## config.mk

```make
export PLATFORM = sky130hd
export DESIGN_NAME = comparator_unit
export DESIGN_NICKNAME = d
export VERILOG_FILES = /design/src/rtl/comparator_pkg.sv /design/src/rtl/comparator_unit.sv /design/src/rtl/input_sync.sv
export SDC_FILE = /design/constraint.sdc
export NUM_CORES = 1
export LEC_CHECK = 0
export ABC_AREA = 0
export BUFFER_PORTS_ARGS = -buffer_cell sky130_fd_sc_hd__buf_2
export CAP_MARGIN = 20
export CORE_ASPECT_RATIO = 0.6
export CORE_MARGIN = 2
export CORE_UTILIZATION = 52
export CTS_BUF_LIST = sky130_fd_sc_hd__clkbuf_16
export CTS_CLUSTER_DIAMETER = 40
export DETAILED_ROUTE_END_ITERATION = 10
export HOLD_SLACK_MARGIN = 0.15
export PLACE_DENSITY = 0.75
export SYNTH_ARGS = -nofsm -noshare
export SYNTH_HDL_FRONTEND = slang
export SYNTH_SLANG_ARGS = --single-unit
```

## constraint.sdc

```tcl
create_clock -name clock -period 1.5 [get_ports clock]
set_input_delay 0.075 -clock clock [delete_from_list [all_inputs] [get_ports clock]]
set_output_delay 0.075 -clock clock [all_outputs]
set_load 0.005 [all_outputs]
```

## src/rtl/comparator_pkg.sv

```systemverilog
// Constants, register selectors, field layouts and carrier types for the comparator shell.
// Assumes one bus clock; the core clock and the analog result arrive as asynchronous inputs.
//
// Contract
// - The unit keeps comparing in every sleep mode while its selected core clock keeps running.
// - Comparator interrupt requests can wake the device out of sleep.
// - Comparator events go to the event routing system without the device leaving sleep.
// - Writes to the core-clocked control register cross into the core clock domain through synchronization.
// - The interrupt request output goes to the interrupt controller, which software configures first.
// - When the processor halts in debug mode the unit finishes a comparison in progress and then stops.
// - A debug run control bit lets the unit keep running while the processor is halted.
// - Every writable register can be write-protected by the guard except the second control and flag registers.
// - Accesses from an external debugger bypass the write guard.
package comparator_pkg;

  localparam int DATA_W = 8;
  localparam int FLAG_W = 2;

  localparam logic [DATA_W-1:0] CTRL_A_RESET     = 8'h00;
  localparam logic [DATA_W-1:0] INT_ENABLE_RESET = 8'h00;
  localparam logic [DATA_W-1:0] DEBUG_RUN_RESET  = 8'h00;
  localparam logic [FLAG_W-1:0] FLAG_RESET       = 2'h0;

  localparam int CTRL_A_ENABLE_BIT = 0;
  localparam int CTRL_A_CONT_BIT   = 1;
  localparam int START_BIT         = 0;
  localparam int DEBUG_RUN_BIT     = 0;
  localparam int FLAG_DONE_BIT     = 0;
  localparam int FLAG_TOGGLE_BIT   = 1;

  typedef enum logic [2:0] {
    SEL_CTRL_A         = 3'h0,
    SEL_SECOND_CONTROL = 3'h1,
    SEL_INT_ENABLE     = 3'h2,
    SEL_INT_FLAG       = 3'h3,
    SEL_DEBUG_RUN      = 3'h4
  } reg_sel_t;

  typedef enum logic [1:0] {
    ST_IDLE = 2'b00,
    ST_CMP  = 2'b01,
    ST_DONE = 2'b11
  } cmp_state_t;

  typedef struct packed {
    logic              valid;
    reg_sel_t          sel;
    logic [DATA_W-1:0] data;
    logic              debugger;
  } reg_wr_t;

  typedef struct packed {
    logic [DATA_W-1:0] ctrl_a;
    logic [DATA_W-1:0] int_enable;
    logic [FLAG_W-1:0] int_flag;
    logic [DATA_W-1:0] debug_run;
    logic              sync_busy;
    logic              result;
  } reg_view_t;

  // Second control and flag registers are never guarded
  function automatic logic guarded(input reg_sel_t sel);
    guarded = (sel != SEL_SECOND_CONTROL) && (sel != SEL_INT_FLAG);
  endfunction : guarded

endpackage : comparator_pkg

```

## src/rtl/comparator_unit.sv

```systemverilog
// Comparator integration shell: register writes, core-clock crossing, debug halt, write guard,
// interrupt and event outputs.
// Assumes the core clock and analog result are asynchronous pins; all else is on the bus clock.
module comparator_unit
  import comparator_pkg::*;
#(
  parameter int CMP_TICKS = 2
) (
  input  wire logic      clock,
  input  wire logic      nrst,
  input  wire logic      comparator_core_clock,
  input  wire logic      cmp_raw,
  input  wire reg_wr_t   wr,
  input  wire logic      guard_lock,
  input  wire logic      cpu_halted,
  input  wire logic      sleeping,
  output reg_view_t      view,
  output logic           wr_refused,
  output logic           irq,
  output logic           wake,
  output logic           cmp_event
);

  localparam int CNT_W = $clog2(CMP_TICKS + 1);
  localparam logic [CNT_W-1:0] CNT_LAST = CNT_W'(CMP_TICKS - 1);

  logic [1:0]        sync_out;
  logic              core_lvl;
  logic              cmp_lvl;
  logic              core_prev_q;
  logic              tick;
  logic              prot_block;
  logic              busy_block;
  logic              accept;
  logic              halt;
  logic              go;
  logic              done;
  logic              refused_q;
  logic              event_q;
  logic              pend_q;
  logic [DATA_W-1:0] pend_data_q;
  logic [DATA_W-1:0] ctrl_a_q;
  logic [DATA_W-1:0] int_enable_q;
  logic [DATA_W-1:0] debug_run_q;
  logic [FLAG_W-1:0] flag_q;
  logic [FLAG_W-1:0] flag_set;
  logic [FLAG_W-1:0] flag_clr;
  logic              start_q;
  logic              result_q;
  logic [CNT_W-1:0]  cnt_q;
  cmp_state_t        state_q;

  input_sync #(
    .W (2)
  ) u_sync (
    .clock (clock),
    .nrst  (nrst),
    .din   ({comparator_core_clock, cmp_raw}),
    .dout  (sync_out)
  );

  assign core_lvl = sync_out[1];
  assign cmp_lvl  = sync_out[0];

  // Core clock rising edge seen in the bus domain; sleep does not gate it
  always_ff @(posedge clock) begin
    if (!nrst) begin
      core_prev_q <= 1'b0;
    end else begin
      core_prev_q <= core_lvl;
    end
  end

  assign tick = core_lvl & ~core_prev_q;

  assign prot_block = guard_lock && !wr.debugger && guarded(wr.sel);
  assign busy_block = (wr.sel == SEL_CTRL_A) && pend_q;
  assign accept     = wr.valid && !prot_block && !busy_block;

  always_ff @(posedge clock) begin
    if (!nrst) begin
      refused_q <= 1'b0;
    end else begin
      refused_q <= wr.valid && !accept;
    end
  end

  // Control A waits for the next core clock edge before it takes effect
  always_ff @(posedge clock) begin
    if (!nrst) begin
      pend_q      <= 1'b0;
      pend_data_q <= CTRL_A_RESET;
      ctrl_a_q    <= CTRL_A_RESET;
    end else begin
      if (accept && wr.sel == SEL_CTRL_A) begin
        pend_q      <= 1'b1;
        pend_data_q <= wr.data;
      end else if (pend_q && tick) begin
        pend_q   <= 1'b0;
        ctrl_a_q <= pend_data_q;
      end
    end
  end

  always_ff @(posedge clock) begin
    if (!nrst) begin
      int_enable_q <= INT_ENABLE_RESET;
      debug_run_q  <= DEBUG_RUN_RESET;
    end else if (accept) begin
      if (wr.sel == SEL_INT_ENABLE) begin
        int_enable_q <= wr.data;
      end
      if (wr.sel == SEL_DEBUG_RUN) begin
        debug_run_q <= wr.data;
      end
    end
  end

  assign halt = cpu_halted && !debug_run_q[DEBUG_RUN_BIT];
  assign go   = tick && ctrl_a_q[CTRL_A_ENABLE_BIT] && !halt
                && (ctrl_a_q[CTRL_A_CONT_BIT] || start_q);
  assign done = (state_q == ST_CMP) && tick && (cnt_q == CNT_LAST);

  // Single-shot start request; a new request in the start cycle is kept
  always_ff @(posedge clock) begin
    if (!nrst) begin
      start_q <= 1'b0;
    end else if (accept && wr.sel == SEL_SECOND_CONTROL && wr.data[START_BIT]) begin
      start_q <= 1'b1;
    end else if (go && state_q == ST_IDLE) begin
      start_q <= 1'b0;
    end
  end

  // A comparison in progress runs to its end even under debug halt
  always_ff @(posedge clock) begin
    if (!nrst) begin
      state_q  <= ST_IDLE;
      cnt_q    <= '0;
      result_q <= 1'b0;
    end else begin
      case (state_q)
        ST_IDLE: begin
          if (go) begin
            state_q <= ST_CMP;
            cnt_q   <= '0;
          end
        end
        ST_CMP: begin
          if (done) begin
            state_q  <= ST_DONE;
            result_q <= cmp_lvl;
          end else if (tick) begin
            cnt_q <= cnt_q + CNT_W'(1);
          end
        end
        ST_DONE: begin
          state_q <= ST_IDLE;
        end
        default: begin
          state_q <= ST_IDLE;
        end
      endcase
    end
  end

  always_comb begin
    flag_set                  = '0;
    flag_set[FLAG_DONE_BIT]   = done;
    flag_set[FLAG_TOGGLE_BIT] = done && (cmp_lvl != result_q);
    flag_clr                  = '0;
    if (accept && wr.sel == SEL_INT_FLAG) begin
      flag_clr = wr.data[FLAG_W-1:0];
    end
  end

  // Set wins over a write-one clear in the same cycle
  always_ff @(posedge clock) begin
    if (!nrst) begin
      flag_q <= FLAG_RESET;
    end else begin
      flag_q <= (flag_q & ~flag_clr) | flag_set;
    end
  end

  always_ff @(posedge clock) begin
    if (!nrst) begin
      event_q <= 1'b0;
    end else begin
      event_q <= done;
    end
  end

  assign irq        = |(flag_q & int_enable_q[FLAG_W-1:0]);
  assign wake       = irq && sleeping;
  assign cmp_event  = event_q;
  assign wr_refused = refused_q;

  always_comb begin
    view            = '0;
    view.ctrl_a     = ctrl_a_q;
    view.int_enable = int_enable_q;
    view.int_flag   = flag_q;
    view.debug_run  = debug_run_q;
    view.sync_busy  = pend_q;
    view.result     = result_q;
  end

endmodule : comparator_unit

```

## src/rtl/input_sync.sv

```systemverilog
// Three-stage synchroniser for asynchronous inputs with agreement filter.
// Assumes the input is quasi-static relative to the bus clock.
module input_sync #(
  parameter int W = 1
) (
  input  wire logic         clock,
  input  wire logic         nrst,
  input  wire logic [W-1:0] din,
  output logic      [W-1:0] dout
);

  logic [W-1:0] s1_q;
  logic [W-1:0] s2_q;
  logic [W-1:0] s3_q;
  logic [W-1:0] out_q;

  always_ff @(posedge clock) begin
    if (!nrst) begin
      s1_q <= '0;
      s2_q <= '0;
      s3_q <= '0;
    end else begin
      s1_q <= din;
      s2_q <= s1_q;
      s3_q <= s2_q;
    end
  end

  // A bit changes only once stages two and three agree
  always_ff @(posedge clock) begin
    if (!nrst) begin
      out_q <= '0;
    end else begin
      for (int i = 0; i < W; i++) begin
        if (s2_q[i] == s3_q[i]) begin
          out_q[i] <= s3_q[i];
        end
      end
    end
  end

  assign dout = out_q;

endmodule : input_sync

```

==> results.yml <==
grt:
  grt-ovfl-total: 0
  grt_use_total_pct: 22.0
  grt_max_degree: 27
  grt_pass1_vias: 1613
  grt_antenna_before_repair: 0
  grt_pass1_wl_um: 7780
synthesis:
  synthArstFlopShare_pct: 0
  syn_nets: 252
  avgSynthCellArea_um2: 9.17
  netlist_area_um2: 2120
  ys_warn_count: 0
  ys.flop_type: "dfxtp_1"
  yosysSeqAreaShare_pct: 49.1
  synth_cell_types: 41
  ys_ff_latch: 52
  syn_inst: 231
  synth_edf_count: 0
cts:
  clk_latency_ns: 0.29
  clk_pin_slew_worst_paths_ns: 0.06
  cts.sink_count: 52
  cts_tree: "built"
  htree_levels: 2
  cts_buffers: 5
  cts_resized: 0
  clk_path_buf_depth: 2
  root_buffer: "clkbuf_16"
place:
  place_congestion: 0.783
  dpl-instance-area_um2: 2390
  place_ws_ns: 0.113
  hpwl_um: 3380
  dp_cells: 319
  portBuffers: 51
timing:
  finalHoldViolCount: 0
  relSlewSlack_pct: 60.7
  fin_ws_ns: 0.0928
  whs_ns: 0.171
  worstMarginPinSlew_ns: 0.588
  finalCriticalPeriod_ns: 1.41
  setup_viol: 0
  clock_skew_ns: 0.00849
  drv_slew: 0
  fmax_ghz: 0.711
  period_share_pct: 93.8
  setup_tns_ns: 0
  rsz0062_at_grt: "false"
pwr:
  leakagePower_nw: 1.20
  powerDensity_nw_per_um2: 1070
  peakVddDrop_mv: 0.645
drt:
  wl_um: 4900
  vias: 1842
  vias_per_cell: 5.43
  first_pass_iters: 4
  wl_per_cell_um: 14.5
  drc: 0
  ant_nets: 0
  drt_iter0_drc: 160
cells_and_area:
  drive_gt1_share_pct: 24.3
  fin_nets: 312
  fin_area_um2: 2680
  final_cell_mix: "dfxtp_1 (52), buf_2 (51), nand2_1 (39)"
  antenna_cells: 0
  final_common_cell: "dfxtp_1"
  fill_cells: 300
  stdcell_count: 339
  area_delta_synth_final_pct: 26.4
setup_path:
  worstSetupEndpointType: "flop"
  crit_required_ns: 1.71
  crit_arrival_ns: 1.62
  critPathMaxFanout: 4
  worst-setup-path-type: "flop to flop"
  startpoint_type: "flop"
floorplan:
  rows: 17
  start_util_pct: 55.9
  die_height_um: 53.4
  die_x_um: 86.4
  dieArea_um2: 4620
  coreArea_um2: 3790
  pin_count: 52
flow_run:
  maxCapViolations: 0
outcome:
  outcome: "complete, no violations"
worst_hold_path:
  holdCritPathClass: "input pin to flop"
layout make-up:
class,instances,area (um2),share of cell area (%)
clock buffer,5,125,4.67
clock inverter,3,42.5,1.59
inverter,6,22.5,0.841
multi-input combinational,156,960,35.8
sequential,52,1040,38.9
tap,47,58.8,2.20
timing repair buffer,70,428,16.0
critical path, stage by stage, from the launching register on:
cell	delay [ns]
dfxtp_1	0.35
inv_1	0.05
ha_1	0.18
nand4bb_1	0.27
mux2_2	0.33
o221ai_2	0.15
cell families after synthesis:
family	share of synthesized area, %
AOI/OAI and AO/OA	13.2
xor gates and xnor gates	0.414
adders and majority gates	0.591
buffers and inverters	5.55
DFF	49.1
muxes	8.09
and+or+nand+nor	23.0
metrics by stage:
| stage | utilization [%] | power (mW) |
|---|---|---|
| final | 70.7 | 2.87 |
| after global routing | 70.7 | 2.95 |
| after CTS | 70.7 | 2.87 |
| after detailed placement | 63.1 | 1.60 |
| after global placement | 63.1 | 1.60 |
| after floorplan | - | 1.53 |
sequential cells by signal, summed over array words and instances (netlist names), 2 cells and up:
| register | count |
|---|---|
| u_sync.s1_q | 2 |
| u_sync.s2_q | 2 |
| debug_run_q | 8 |
| int_enable_q | 8 |
| u_sync.s3_q | 2 |
| state_q | 2 |
| ctrl_a_q | 8 |
| u_sync.dout | 2 |
| flag_q | 2 |
| cnt_q | 2 |
| pend_data_q | 8 |
synth_stat cells, types with 2 or more instances:
cell / n / area (um2)
dfxtp_1: 52 / 1040
nand2_1: 39 / 146
a21oi_1: 22 / 110
mux2i_1: 16 / 160
nand3_1: 12 / 60.1
nand4_1: 10 / 62.6
o31ai_1: 9 / 67.6
and2_1: 8 / 50.1
buf_2: 7 / 35.0
nor2_1: 5 / 18.8
clkbuf_1: 4 / 15.0
inv_1: 4 / 15.0
nor2b_1: 4 / 25.0
o21ai_0: 3 / 15.0
buf_1: 2 / 7.51
buf_4: 2 / 15.0
buf_6: 2 / 22.5
clkinv_1: 2 / 7.51
nand3b_1: 2 / 15.0
nor4_1: 2 / 12.5
nor4b_1: 2 / 17.5
o211a_1: 2 / 20.0
o21ai_1: 2 / 10.0
per-layer routing:
layer	routed length (um)	global-route usage, %	vias up
li1	-	-	934
met1	2520	32.8	844
met2	2050	32.6	62
met3	315	4.68	2
met4	16	4.17	0
met5	0	0	-
report_power, final:
part	internal, mW	total [mW]	switching [mW]
Sequential	1.40	1.41	0.0105
Combinational	0.0782	0.182	0.103
Clock	0.784	1.27	0.491
Total	2.26	2.87	0.605
what timing repair did:
action / in CTS / in global routing
hold buffers: 12 / 0
buffers inserted: 0 / 0
hold endpoints to repair: 28 / 0
final timing paths:
| kind | startpoint | end | slack (ns) | cells past startpoint |
|---|---|---|---|---|
| worst max-delay path | cnt_q[1]$_SDFFE_PN0P_ | cnt_q[0]$_SDFFE_PN0P_ | 0.09 | 5 |
| worst min-delay path | nrst | wr_refused$_SDFF_PN0_ | 0.17 | 2 |
| worst max register to register | cnt_q[1]$_SDFFE_PN0P_ | cnt_q[0]$_SDFFE_PN0P_ | 0.09 | 5 |
| worst min register to register | u_sync.s1_q[1]$_SDFF_PN0_ | u_sync.s2_q[1]$_SDFF_PN0_ | 0.44 | 1 |
Note: power is estimated with default switching activity, not from simulation.
